--- config.mk ---
export PLATFORM = sky130hd
export DESIGN_NAME = wdk_top
export DESIGN_NICKNAME = d
export VERILOG_FILES = /design/src/logic/wdk_pkg.sv /design/src/logic/wdk_lso_tick.sv /design/src/logic/wdk_top.sv
export VERILOG_INCLUDE_DIRS = /design/src /design/src/logic
export SDC_FILE = /design/constraint.sdc
export NUM_CORES = 1
export LEC_CHECK = 0
export BUFFER_PORTS_ARGS = -buffer_cell sky130_fd_sc_hd__buf_2
export CAP_MARGIN = 40
export CORE_UTILIZATION = 40
export DETAILED_ROUTE_END_ITERATION = 6
export GPL_TIMING_DRIVEN = 0
export PLACE_DENSITY = 0.68
export SLEW_MARGIN = 30
export SYNTH_ARGS = -nofsm -noshare
export SYNTH_HDL_FRONTEND = slang
export SYNTH_SLANG_ARGS = --single-unit
--- constraint.sdc ---
create_clock -name mclk_i -period 2.9 [get_ports mclk_i]
set_input_delay 0.145 -clock mclk_i [delete_from_list [all_inputs] [get_ports mclk_i]]
set_output_delay 0.145 -clock mclk_i [all_outputs]
set_load 0.03 [all_outputs]
--- src/logic/wdk_defs.svh ---
// Constants of the keyed-clear watchdog: offsets, fields, keys and timing.
`ifndef WDK_DEFS_SVH
`define WDK_DEFS_SVH

// ************************************************************
// Register byte offsets on the APB bus.
// ************************************************************
`define WDK_OFS_MODE 8'h00
`define WDK_OFS_KEY 8'h04
`define WDK_OFS_STATUS 8'h08
`define WDK_OFS_MASK 8'h0c
`define WDK_OFS_CTRL 8'h10

// ************************************************************
// Field layout and reset values.
// ************************************************************
`define WDK_MODE_RESET 8'h67
`define WDK_MODE_FIXED 3'h3
`define WDK_MODE_STOP_BIT 4
`define WDK_KEY_VALUE 8'hac
`define WDK_KEY_READ 8'h9a
`define WDK_ST_CLEAR 0
`define WDK_ST_VIOL 1
`define WDK_ST_OVF 2
`define WDK_CTRL_OSC_STOP 0
`define WDK_CTRL_OPT 1

// ************************************************************
// Timing: system clock, low-speed oscillator and interval base.
// ************************************************************
`define WDK_CLK_PERIOD_NS 5
`define WDK_LSO_PERIOD_NS 40
`define WDK_LSO_DIV ((`WDK_LSO_PERIOD_NS) / (`WDK_CLK_PERIOD_NS))
`define WDK_OVF_BASE 10

`endif

--- src/logic/wdk_pkg.sv ---
// Types shared by the keyed-clear watchdog modules.
`default_nettype none

package wdk_pkg;

  // Bus request as seen by the watchdog slave.
  typedef struct packed {
    logic sel;
    logic enable;
    logic write;
    logic bit_op;
    logic [7:0] addr;
    logic [31:0] wdata;
  } wdk_req_t;

  // Answer of the watchdog slave.
  typedef struct packed {
    logic ready;
    logic slverr;
    logic [31:0] rdata;
  } wdk_rsp_t;

  // Sticky event bits.
  typedef struct packed {
    logic ovf;
    logic viol;
    logic clr;
  } wdk_evt_t;

  // Whole state of the watchdog core.
  typedef struct packed {
    logic [7:0] mode;
    logic mode_done;
    logic [17:0] count;
    wdk_evt_t status;
    wdk_evt_t mask;
    wdk_evt_t rd_snap;
    logic osc_stop;
    logic opt_fixed;
    logic opt_seen;
    logic rst_req;
    logic [31:0] rdata;
    logic slverr;
  } wdk_state_t;

  // State of the low-speed tick divider.
  typedef struct packed {
    logic [9:0] div;
    logic tick;
  } wdk_tick_state_t;

endpackage : wdk_pkg

`default_nettype wire

--- src/logic/wdk_lso_tick.sv ---
// Low-speed oscillator model: divides the system clock into count ticks.
`timescale 1ns/10ps
`default_nettype none
`include "wdk_defs.svh"

module wdk_lso_tick
  import wdk_pkg::*;
(
  input wire logic mclk_i,
  input wire logic rst_i,
  input wire logic run_i,
  output logic tick_o
);

  // Divider state and its next value.
  wdk_tick_state_t st;
  wdk_tick_state_t next_st;

  // ************************************************************
  // Divider: one tick every oscillator period while running.
  // ************************************************************
  // A stopped oscillator keeps its phase, so no partial period is lost.
  always_comb
  begin
    next_st = st;
    next_st.tick = 1'b0;
    if (run_i)
    begin
      if (st.div == 10'((`WDK_LSO_DIV) - 1))
      begin
        next_st.div = '0;
        next_st.tick = 1'b1;
      end
      else
      begin
        next_st.div = st.div + 10'h001;
      end
    end
  end

  // Registers the divider state.
  always_ff @(posedge mclk_i or posedge rst_i)
  begin
    if (rst_i)
      st <= '0;
    else
      st <= next_st;
  end

  // Tick comes straight from a flip-flop.
  assign tick_o = st.tick;

endmodule // wdk_lso_tick
`default_nettype wire

--- src/logic/wdk_top.sv ---
// Keyed-clear watchdog timer with APB register access and interrupt.
//
// Functional notes
// Mode register takes byte writes only.
// Software picks interval longer than flash steps.
// Wrong key byte forces internal reset.
// Bit access to key register forces reset.
// Key register reads fixed constant, not key.
// Unstoppable oscillator keeps counting through STOP.
// Overflow without clear forces internal reset.
// Software services watchdog via auxiliary timer wakeups.
// Mode writable once; second write resets.
// Software writes mode top bits as 011.
// Stoppable oscillator freezes count in HALT/STOP.
// Correct key clears counter, no reset.
//
// Chosen here: the placing of the registers and the APB interface to the registers.
`timescale 1ns/10ps
`default_nettype none
`include "wdk_defs.svh"

module wdk_top
  import wdk_pkg::*;
(
  input wire logic mclk_i,
  input wire logic rst_i,
  input wire logic psel_i,
  input wire logic penable_i,
  input wire logic pwrite_i,
  input wire logic [7:0] paddr_i,
  input wire logic [31:0] pwdata_i,
  input wire logic bit_access_i,
  input wire logic opt_osc_fixed_i,
  input wire logic halt_i,
  input wire logic stop_i,
  output logic pready_o,
  output logic pslverr_o,
  output logic [31:0] prdata_o,
  output logic irq_o,
  output logic wdt_reset_o
);

  // ************************************************************
  // Functions.
  // ************************************************************

  // Last count value before overflow for a clock select code.
  function automatic logic [17:0] wdk_last(input logic [2:0] sel);
    logic [17:0] one;
    one = 18'h00001;
    return (one << (`WDK_OVF_BASE + int'(sel))) - one;
  endfunction

  // True when the address is one of the mapped registers.
  function automatic logic wdk_mapped(input logic [7:0] a);
    return (a == `WDK_OFS_MODE) || (a == `WDK_OFS_KEY) ||
      (a == `WDK_OFS_STATUS) || (a == `WDK_OFS_MASK) ||
      (a == `WDK_OFS_CTRL);
  endfunction

  // ************************************************************
  // Declarations.
  // ************************************************************
  wdk_state_t st; // Registered state.
  wdk_state_t next_st; // Next state.
  wdk_req_t req; // Bundled bus request.
  logic tick; // Low-speed oscillator tick.
  logic osc_run; // Oscillator running.
  logic wd_stopped; // Mode selects the stopped watchdog.
  logic exempt; // Violations ignored after a stopping first write.
  logic setup; // Setup phase of an APB transfer.
  logic acc; // Access phase; zero wait, so also completion.
  logic wr; // Completed write.
  logic rd; // Completed read.
  logic key_wr; // Write to the key register.
  logic mode_wr; // Write to the mode register.
  logic good_key; // Accepted key write.
  logic bad_key; // Refused key write or bit access.
  logic bad_mode; // Refused mode write.
  logic ovf; // Counter overflow this cycle.
  logic freeze; // Low-power freeze of the counter.
  logic counting; // Counter advances on this tick.

  assign req = '{sel: psel_i, enable: penable_i, write: pwrite_i,
                 bit_op: bit_access_i, addr: paddr_i, wdata: pwdata_i};

  // ************************************************************
  // Access decode and violation detection.
  // ************************************************************
  assign setup = req.sel && !req.enable;
  assign acc = req.sel && req.enable;
  assign wr = acc && req.write;
  assign rd = acc && !req.write;
  assign key_wr = wr && (req.addr == `WDK_OFS_KEY);
  assign mode_wr = wr && (req.addr == `WDK_OFS_MODE);
  assign wd_stopped = st.mode[`WDK_MODE_STOP_BIT];
  // A first write that stopped the watchdog makes later misuse harmless.
  assign exempt = st.mode_done && wd_stopped;
  assign good_key = key_wr && !req.bit_op &&
    (req.wdata[7:0] == `WDK_KEY_VALUE);
  // Any other byte, or any bit operation, is a violation unless exempt.
  assign bad_key = key_wr && !good_key && !exempt;
  // A bit operation on the mode register, or a repeat, is refused.
  assign bad_mode = mode_wr && (st.mode_done || req.bit_op) &&
    !exempt;

  // ************************************************************
  // Counting enable.
  // ************************************************************
  // Only a stoppable oscillator freezes in HALT or STOP or on request.
  assign freeze = !st.opt_fixed &&
    (halt_i || stop_i || st.osc_stop);
  assign osc_run = !freeze;
  assign counting = tick && !wd_stopped && !st.rst_req;
  // A key in the overflow cycle wins, so serviced software is not reset.
  assign ovf = counting && !good_key &&
    (st.count == wdk_last(st.mode[2:0]));

  // ************************************************************
  // Oscillator tick source.
  // ************************************************************
  wdk_lso_tick u_tick (
    .mclk_i(mclk_i),
    .rst_i(rst_i),
    .run_i(osc_run),
    .tick_o(tick)
  );

  // ************************************************************
  // Next-state logic.
  // ************************************************************
  // Registers, counter, sticky events and read data are all formed here.
  always_comb
  begin
    next_st = st;
    // The option level is caught once, on the first edge after release.
    if (!st.opt_seen)
    begin
      next_st.opt_seen = 1'b1;
      next_st.opt_fixed = opt_osc_fixed_i;
    end
    // Counter: cleared by key, advanced on ticks, wrapped at overflow.
    if (good_key)
      next_st.count = '0;
    else if (counting)
      next_st.count = ovf ? '0 : st.count + 18'h00001;
    // Mode: one byte write accepted after reset.
    if (mode_wr && !st.mode_done && !req.bit_op)
    begin
      next_st.mode = req.wdata[7:0];
      next_st.mode_done = 1'b1;
    end
    // Other writes.
    if (wr && (req.addr == `WDK_OFS_MASK))
      next_st.mask = req.wdata[2:0];
    if (wr && (req.addr == `WDK_OFS_CTRL))
      next_st.osc_stop = req.wdata[`WDK_CTRL_OSC_STOP];
    // Internal reset request stays until the system reset.
    if (bad_key || bad_mode || ovf)
      next_st.rst_req = 1'b1;
    // Status read clears only the bits it returned.
    if (rd && (req.addr == `WDK_OFS_STATUS))
      next_st.status = st.status & ~st.rd_snap;
    // Events set after the clear, so a simultaneous event wins.
    if (good_key)
      next_st.status.clr = 1'b1;
    if (bad_key || bad_mode)
      next_st.status.viol = 1'b1;
    if (ovf)
      next_st.status.ovf = 1'b1;
    // Read data are latched in the setup phase.
    next_st.slverr = 1'b0;
    if (setup)
    begin
      next_st.rdata = '0;
      next_st.rd_snap = '0;
      next_st.slverr = !wdk_mapped(req.addr);
      case (req.addr)
        `WDK_OFS_MODE: next_st.rdata[7:0] = st.mode;
        `WDK_OFS_KEY: next_st.rdata[7:0] = `WDK_KEY_READ;
        `WDK_OFS_STATUS:
        begin
          next_st.rdata[2:0] = st.status;
          next_st.rd_snap = st.status;
        end
        `WDK_OFS_MASK: next_st.rdata[2:0] = st.mask;
        `WDK_OFS_CTRL:
        begin
          next_st.rdata[`WDK_CTRL_OSC_STOP] = st.osc_stop;
          next_st.rdata[`WDK_CTRL_OPT] = st.opt_fixed;
        end
        default: next_st.rdata = '0;
      endcase
    end
    else if (acc)
    begin
      next_st.slverr = st.slverr;
    end
  end

  // ************************************************************
  // State register.
  // ************************************************************
  // Reset loads constants only; the option is caught after release.
  always_ff @(posedge mclk_i or posedge rst_i)
  begin
    if (rst_i)
    begin
      st <= '0;
      st.mode <= `WDK_MODE_RESET;
    end
    else
    begin
      st <= next_st;
    end
  end

  // ************************************************************
  // Outputs.
  // ************************************************************
  assign pready_o = acc; // Zero-wait answer in the access phase.
  assign pslverr_o = acc && st.slverr; // Unmapped address answer.
  assign prdata_o = st.rdata; // Registered read data.
  assign irq_o = |(st.status & st.mask); // Level interrupt.
  assign wdt_reset_o = st.rst_req; // Registered reset request.

  // ************************************************************
  // Assertions.
  // ************************************************************
  key_read_value_a: assert property (
    @(posedge mclk_i) disable iff (rst_i)
    rd && (req.addr == `WDK_OFS_KEY) |-> prdata_o[7:0] == `WDK_KEY_READ &&
      prdata_o[7:0] != `WDK_KEY_VALUE)
    else $error("key register read is not the fixed constant");

  bad_key_reset_a: assert property (
    @(posedge mclk_i) disable iff (rst_i)
    key_wr && !req.bit_op && req.wdata[7:0] != `WDK_KEY_VALUE && !exempt
      |=> wdt_reset_o)
    else $error("wrong key did not raise reset");

  bit_key_reset_a: assert property (
    @(posedge mclk_i) disable iff (rst_i)
    key_wr && req.bit_op && !exempt |=> wdt_reset_o ##1 wdt_reset_o)
    else $error("bit access to key did not raise reset");

  good_key_clear_a: assert property (
    @(posedge mclk_i) disable iff (rst_i)
    good_key && !wdt_reset_o && !bad_mode |=> st.count == 18'h00000 &&
      !wdt_reset_o && st.status.clr)
    else $error("correct key did not clear the counter");

  mode_once_a: assert property (
    @(posedge mclk_i) disable iff (rst_i)
    mode_wr && st.mode_done && !exempt |=> wdt_reset_o &&
      $stable(st.mode))
    else $error("second mode write not caught");

  mode_bit_write_a: assert property (
    @(posedge mclk_i) disable iff (rst_i)
    mode_wr && req.bit_op |=> $stable(st.mode) && $stable(st.mode_done))
    else $error("bit write changed the mode register");

  overflow_reset_a: assert property (
    @(posedge mclk_i) disable iff (rst_i)
    counting && !good_key && st.count == wdk_last(st.mode[2:0])
      |=> wdt_reset_o && st.status.ovf)
    else $error("overflow did not raise reset");

  freeze_hold_a: assert property (
    @(posedge mclk_i) disable iff (rst_i)
    st.opt_seen && !st.opt_fixed && (halt_i || stop_i) |=> !tick)
    else $error("oscillator ticked while frozen");

  stop_counts_a: assert property (
    @(posedge mclk_i) disable iff (rst_i)
    st.opt_fixed && stop_i && !wd_stopped && !wdt_reset_o
      |-> ##[1:8] tick)
    else $error("unstoppable oscillator stalled in stop");

  // A status read with no overflow in the same cycle leaves none of the bits it returned set.
  status_read_clear_a: assert property (
    @(posedge mclk_i) disable iff (rst_i)
    rd && req.addr == `WDK_OFS_STATUS && !ovf |=>
      (st.status & $past(st.rd_snap)) == 3'h0)
    else $error("status read did not clear the returned bits");

  viol_flag_set_a: assert property (
    @(posedge mclk_i) disable iff (rst_i)
    bad_key || bad_mode |=> st.status.viol)
    else $error("violation did not set its status bit");

  reset_sticky_a: assert property (
    @(posedge mclk_i) disable iff (rst_i)
    wdt_reset_o |=> wdt_reset_o)
    else $error("internal reset request dropped");

  fixed_no_freeze_a: assert property (
    @(posedge mclk_i) disable iff (rst_i)
    st.opt_seen && st.opt_fixed |-> osc_run)
    else $error("unstoppable oscillator was frozen");

endmodule // wdk_top
`default_nettype wire

==> results.yml, run 1 <==
run_status:
  outcome: "finished, final reports clean"
floorplanning:
  num_io_pins: 85
  initial_utilization_pct: 41.2
  die-width_um: 96.5
  die_h_um: 96.5
  dieArea_um2: 9320
  placementRows: 34
  core_area_um2: 8680
critical_path:
  crit_path_start_kind: "flip-flop"
  required_ns: 3.13
  slowest_stage: "dfstp_2"
  critPathTopFamily: "compound AO/OA/AOI/OAI gates"
  r2r_setup_slack_ns: 0.21
  reg2reg_from: "st[67]"
  cp-end-kind: "flip-flop"
  r2r_end: "st[51]"
  max_stage_delay_ns: 0.55
  worst-r2r-cell-count: 10
  worstPathMaxFanout: 10
  critPathBufInv: 2
  critPathArrivalTime_ns: 2.93
  path_cells: "ha_1 > buf_4 > nor3b_1 > mux2i_1 > nand2_1 > a211oi_4 > a21oi_4 > buf_6 > and3_1 > a211o_1"
  crit_type: "flip-flop to flip-flop"
power_and_ir_drop:
  ir_drop_mv: 0.267
  p_leak_nw: 2.12
  power_mw: 2.40
  p_per_area_nw_per_um2: 564
drt:
  detail_route.vias_per_cell: 5.10
  first_pass_iters: 4
  drc: 0
  antenna_left: 0
  vias: 2882
  wl_per_cell_um: 13.2
  initialDrtViolationCount: 163
  routed_wl_um: 7440
placement:
  gp_congestion: 0.810
  placed_area_um2: 4010
  place_hpwl_um: 5530
  dp_cells: 548
  post-place-ws_ns: 0.231
  io_buffers: 36
logic_synthesis:
  synthesis.area_um2: 3570
  yosys.area.top_type: "dfrtp_1"
  synth-seq-cells: 60
  yosysTopAreaCellShare_pct: 38.5
  synth_cells: 380
  syn_area_per_cell_um2: 9.41
  yosys-top-cells-area: "dfrtp_1, buf_4, nand2_1"
  ys_seq_area_share_pct: 42.2
  synth-edff-count: 0
  ys.flop_type: "dfrtp_1"
  synth.top_cells.by_count: "dfrtp_1, nand2_1, buf_4, o21ai_0, nor2_1"
  yosysWarnings: 0
  post-synth-top-count-cell: "dfrtp_1"
  synthArstFlopShare_pct: 100
  synth_cell_types: 59
timing:
  clock_skew_ns: 0.00789
  whs_ns: 0.0342
  slew_headroom_pct: 55.6
  hold_violations: 0
  max_freq_mhz: 371
  rsz0062_at_grt: "false"
  finalSetupViolCount: 0
  fin_crit_ns: 2.69
  fin_ws_ns: 0.206
  maxSlewViolCount: 0
  worst_pin_slew_ns: 0.656
  fin_tns_setup_ns: 0
  min_period_over_period_pct: 92.9
worst_hold_path:
  hold_depth: 2
  hp-start: "opt_osc_fixed_i"
  worst_hold_path.endpoint: "st[35]"
  hold_path.class: "primary input to flip-flop"
finish:
  post-route-cell-area_um2: 4260
  stdcell_count: 565
  nets: 505
  num_antenna_cells: 0
  final_util_pct: 49.0
  nFillCells: 798
  areaGrowthSynthToFinish_pct: 19.1
  layout-drive-gt1-share_pct: 28.7
run:
  maxCapViolations: 0
global_route:
  grt_overflow: 0
  antenna_found_initial: 0
  grt_pass1_wl_um: 12300
  first_global_vias: 2639
  track_usage_pct: 17.3
  grt_max_degree: 46
clock_network:
  cts_inserted_buffers: 9
  clkTransAtPathRegs_ns: 0.07
  cts.sinks: 60
  cts.repair.resized: 0
  clock_path_buffers: 2
  insertion_delay_ns: 0.35
  tritoncts: "built"
  h-tree-depth: 3
  clock-root-buffer: "clkbuf_8"
==> kinds of logic (layout without fill, tap and decap cells) <==
logic type                 count (synthesis)  after routing  share of synthesized area [%]
other                                      2             25                          0.210
muxes                                     21             21                           6.37
xor gates and xnor gates                  10             10                           2.45
adders and majority gates                  4              4                           1.40
DFF                                       60             60                           42.2
buffers and inverters                     65            119                           11.4
and+or+nand+nor                          148            148                           22.1
AOI/OAI and AO/OA                         70             70                           13.9
==> cell usage in the layout, fill, tap and decap left out, types with 5 or more instances in the layout <==
cell type / instances
dfrtp_1: 55
nand2_1: 43
buf_2: 40
buf_4: 34
conb_1: 25
o21ai_0: 23
nor2_1: 20
nand3_1: 18
inv_1: 17
mux2_2: 14
and3_1: 12
a21oi_1: 12
nand4_1: 9
nor3_1: 9
clkbuf_8: 9
or2_2: 7
mux2i_1: 7
a221o_1: 6
nor2b_1: 5
o21ai_1: 5
xor2_1: 5
xnor2_1: 5
dfstp_2: 5
==> worst max-delay path by stage <==
stage                 from     end  slack [ns]  cells past startpoint
finish              st[67]  st[51]        0.21                     10
global route        st[67]  st[51]        0.06                     10
CTS                 st[67]  st[51]        0.21                     10
detailed placement  st[67]  st[51]        0.23                     10
global placement    st[67]  st[51]        0.27                     10
floorplan           st[66]  st[51]        0.48                     10
==> sequential cells by signal (all words and copies together) (netlist names) <==
signal / count
st: 40
u_tick.st: 10
prdata_o: 8
u_tick.tick_o: 1
wdt_reset_o: 1
==> report_power, final <==
group | leakage, nW | switching (mW) | internal (mW)
Sequential | 0.796 | 0.119 | 0.933
Clock | 0.120 | 0.351 | 0.572
Combinational | 1.20 | 0.239 | 0.185
==> metal layers <==
metal	up-vias	global-route usage [%]	wire length [um]
met5	-	0	0
met4	0	8.58	123
met3	12	2.97	340
met2	71	26.5	3410
met1	1372	23.5	3570
li1	1427	-	-
==> worst reg2reg max path, stage by stage, from the launching register on <==
cell	delay (ns)
dfstp_2	0.55
ha_1	0.24
buf_4	0.18
nor3b_1	0.23
mux2i_1	0.29
nand2_1	0.12
a211oi_4	0.26
a21oi_4	0.12
buf_6	0.16
and3_1	0.16
a211o_1	0.26
==> cell type report <==
cell class / count / area [um2] / share of cell area, %
buffer: 47 / 339 / 7.97
sequential: 60 / 1510 / 35.4
inverter: 18 / 70.1 / 1.65
tap: 108 / 135 / 3.17
timing repair buffer: 38 / 218 / 5.11
multi-input combinational: 278 / 1750 / 41.0
clock inverter: 6 / 113 / 2.65
clock buffer: 10 / 128 / 3.00
==> repair_timing <==
| item | in CTS | in global routing |
|---|---|---|
| buffers inserted | 0 | 0 |
| hold buffers | 1 | 0 |
| hold endpoints to repair | 15 | 0 |
No activity file was read; power rests on OpenSTA's default activity.
==> run 2: changes to the inputs <==
Settings changed: ABC_AREA set to 1.
==> results.yml, run 2 <==
placement:
  post-place-ws_ns: 0.863
  gp_congestion: 0.905
  placed_area_um2: 4360
  place_hpwl_um: 6830
  io_buffers: 36
  dp_cells: 751
power_and_ir_drop:
  internal-power_mw: 1.57
  seq_power_share_pct: 45.3
  p_leak_nw: 2.40
  power_frac_comb_pct: 15.6
  swShare_pct: 28.0
  clkPwrFrac_pct: 39.2
  p_per_area_nw_per_um2: 473
  power_mw: 2.18
  ir_drop_mv: 0.390
  power.switching_mw: 0.610
timing:
  maxSlewViolCount: 0
  max_freq_mhz: 487
  fin_ws_ns: 0.847
  rsz0062_at_grt: "false"
  clock_skew_ns: 0.0106
  whs_ns: 0.0553
  slew_headroom_pct: 58.0
  finalSetupViolCount: 0
  fin_crit_ns: 2.05
  min_period_over_period_pct: 70.8
  worst_pin_slew_ns: 0.627
  fin_tns_setup_ns: 0
  hold_violations: 0
logic_synthesis:
  syn_area_per_cell_um2: 6.95
  synthArstFlopShare_pct: 100
  post-synth-top-count-cell: "nand2_1"
  synth_cells: 562
  ys.flop_type: "dfrtp_1"
  ys_seq_area_share_pct: 38.6
  yosysWarnings: 0
  yosys.area.top_type: "dfrtp_1"
  yosys-top-cells-area: "dfrtp_1, nand2_1, nor2_1"
  synth-seq-cells: 60
  yosysTopAreaCellShare_pct: 35.2
  synth.top_cells.by_count: "nand2_1, nor2_1, inv_1, dfrtp_1, nand3_1"
  synth_cell_types: 30
  synth-edff-count: 0
  synthesis.area_um2: 3910
global_route:
  grt_pass1_wl_um: 15300
  grt_overflow: 0
  grt_max_degree: 51
  track_usage_pct: 19.2
  first_global_vias: 3405
  antenna_found_initial: 0
clock_network:
  cts.sinks: 60
  insertion_delay_ns: 0.33
  clock_path_buffers: 2
  h-tree-depth: 3
  cts.repair.resized: 0
  tritoncts: "built"
  cts_inserted_buffers: 9
  postCtsHoldBufs: 1
  clkTransAtPathRegs_ns: 0.07
  cts_setup_buffers: 0
  clock-root-buffer: "clkbuf_8"
finish:
  post-route-cell-area_um2: 4600
  final_common_cell: "nand2_1"
  areaGrowthSynthToFinish_pct: 17.8
  stdcell_count: 768
  nets: 687
  final_util_pct: 49.1
  layout_common_cells: "nand2_1, nor2_1, inv_1, dfrtp_1, nand3_1"
  largest-register: "st"
  layout-drive-gt1-share_pct: 19.9
  largest_register_ffs: 40
  num_antenna_cells: 0
critical_path:
  r2r_setup_slack_ns: 0.85
  max_stage_delay_ns: 0.56
  critPathArrivalTime_ns: 2.27
  r2r_end: "st[53]"
  crit_type: "flip-flop to flip-flop"
  critPathBufInv: 1
  reg2reg_from: "st[67]"
  crit_path_start_kind: "flip-flop"
  path_cells: "ha_1 > nor2_2 > nand2_1 > nand2_2 > nand2_1 > nand2_1 > nand3b_1 > nor2_2 > nand2_4 > buf_6 > nand2_2 > nand2_1"
  required_ns: 3.12
  crit_top_cell: "nand2_1"
  worst-r2r-cell-count: 12
  slowest_stage: "dfstp_2"
  cp-end-kind: "flip-flop"
  worstPathMaxFanout: 10
  critPathTopFamily: "simple AND/OR/NAND/NOR gates"
floorplanning:
  initial_utilization_pct: 41.7
  placementRows: 35
  die_h_um: 101
  num_io_pins: 85
  die-width_um: 101
  dieArea_um2: 10200
  core_area_um2: 9370
drt:
  drc: 0
  first_pass_iters: 4
  initialDrtViolationCount: 233
  antenna_left: 0
  detail_route.vias_per_cell: 4.70
  vias: 3612
  routed_wl_um: 8920
  wl_per_cell_um: 11.6
worst_hold_path:
  hold_path.class: "primary input to flip-flop"
  hold_depth: 2
  hp-start: "pwdata_i[7]"
  worst_hold_path.endpoint: "st[72]"
run:
  maxCapViolations: 0
run_status:
  outcome: "finished, final reports clean"
[run 2: changes by cell type after synthesis, sizes merged, moves of 5 or more]
cell	before	now
inv	18	62
nand2	44	175
nor3	10	18
and3	12	0
nor2b	6	0
buf	44	39
o21ai	28	20
nor2	20	82
a221o	6	0
mux2i	7	0
nand3	18	55
or2	7	0
mux2	14	5
[run 2: power by group through the flow]
stage                     logic [mW]  clock network (mW)  registers, mW
after floorplan                0.265                   0          0.981
after CTS                      0.341               0.874          0.984
after global routing           0.379               0.917          0.996
final                          0.339               0.854          0.986
after detailed placement       0.339                   0          0.998
after global placement         0.324                   0          0.992
[run 2: kinds of logic (layout without fill, tap and decap cells)]
logic type	count (synthesis)	in the layout	share of synthesized area [%]
other	2	25	0.192
AOI/OAI and AO/OA	38	38	5.03
buffers and inverters	105	159	13.9
xor gates and xnor gates	7	7	1.57
muxes	5	5	1.44
DFF	60	60	38.6
adders and majority gates	4	4	1.28
and+or+nand+nor	341	341	38.0
[run 2: how the worst max path moves through the flow]
stage	startpoint	endpoint	slack, ns	cells past startpoint
3_5_place_dp	st[67]	st[53]	0.86	12
5_1_grt	st[67]	st[53]	0.64	12
4_1_cts	st[67]	st[53]	0.84	12
6_report	st[67]	st[53]	0.85	12
3_3_place_gp	rst_i	prdata_o[5]	0.45	2
2_1_floorplan	st[66]	st[46]	1.08	12
[run 2: metal layers]
layer	vias up	track usage, %	part of all wire, %
met5	-	0	0
met1	1663	25.2	47
met3	8	2.77	4.4
met4	0	7.80	1.4
li1	1856	-	-
met2	85	32.0	48
[run 2: cell type report]
cell class	instances	area, um2
well taps	129	161
clock inverters	4	72.6
repair buffers	38	218
clock buffers	12	155
fillers	965	4770
inverters	63	239
multi-input cells	420	1940
flip-flops and latches	60	1510
plain buffers	42	308
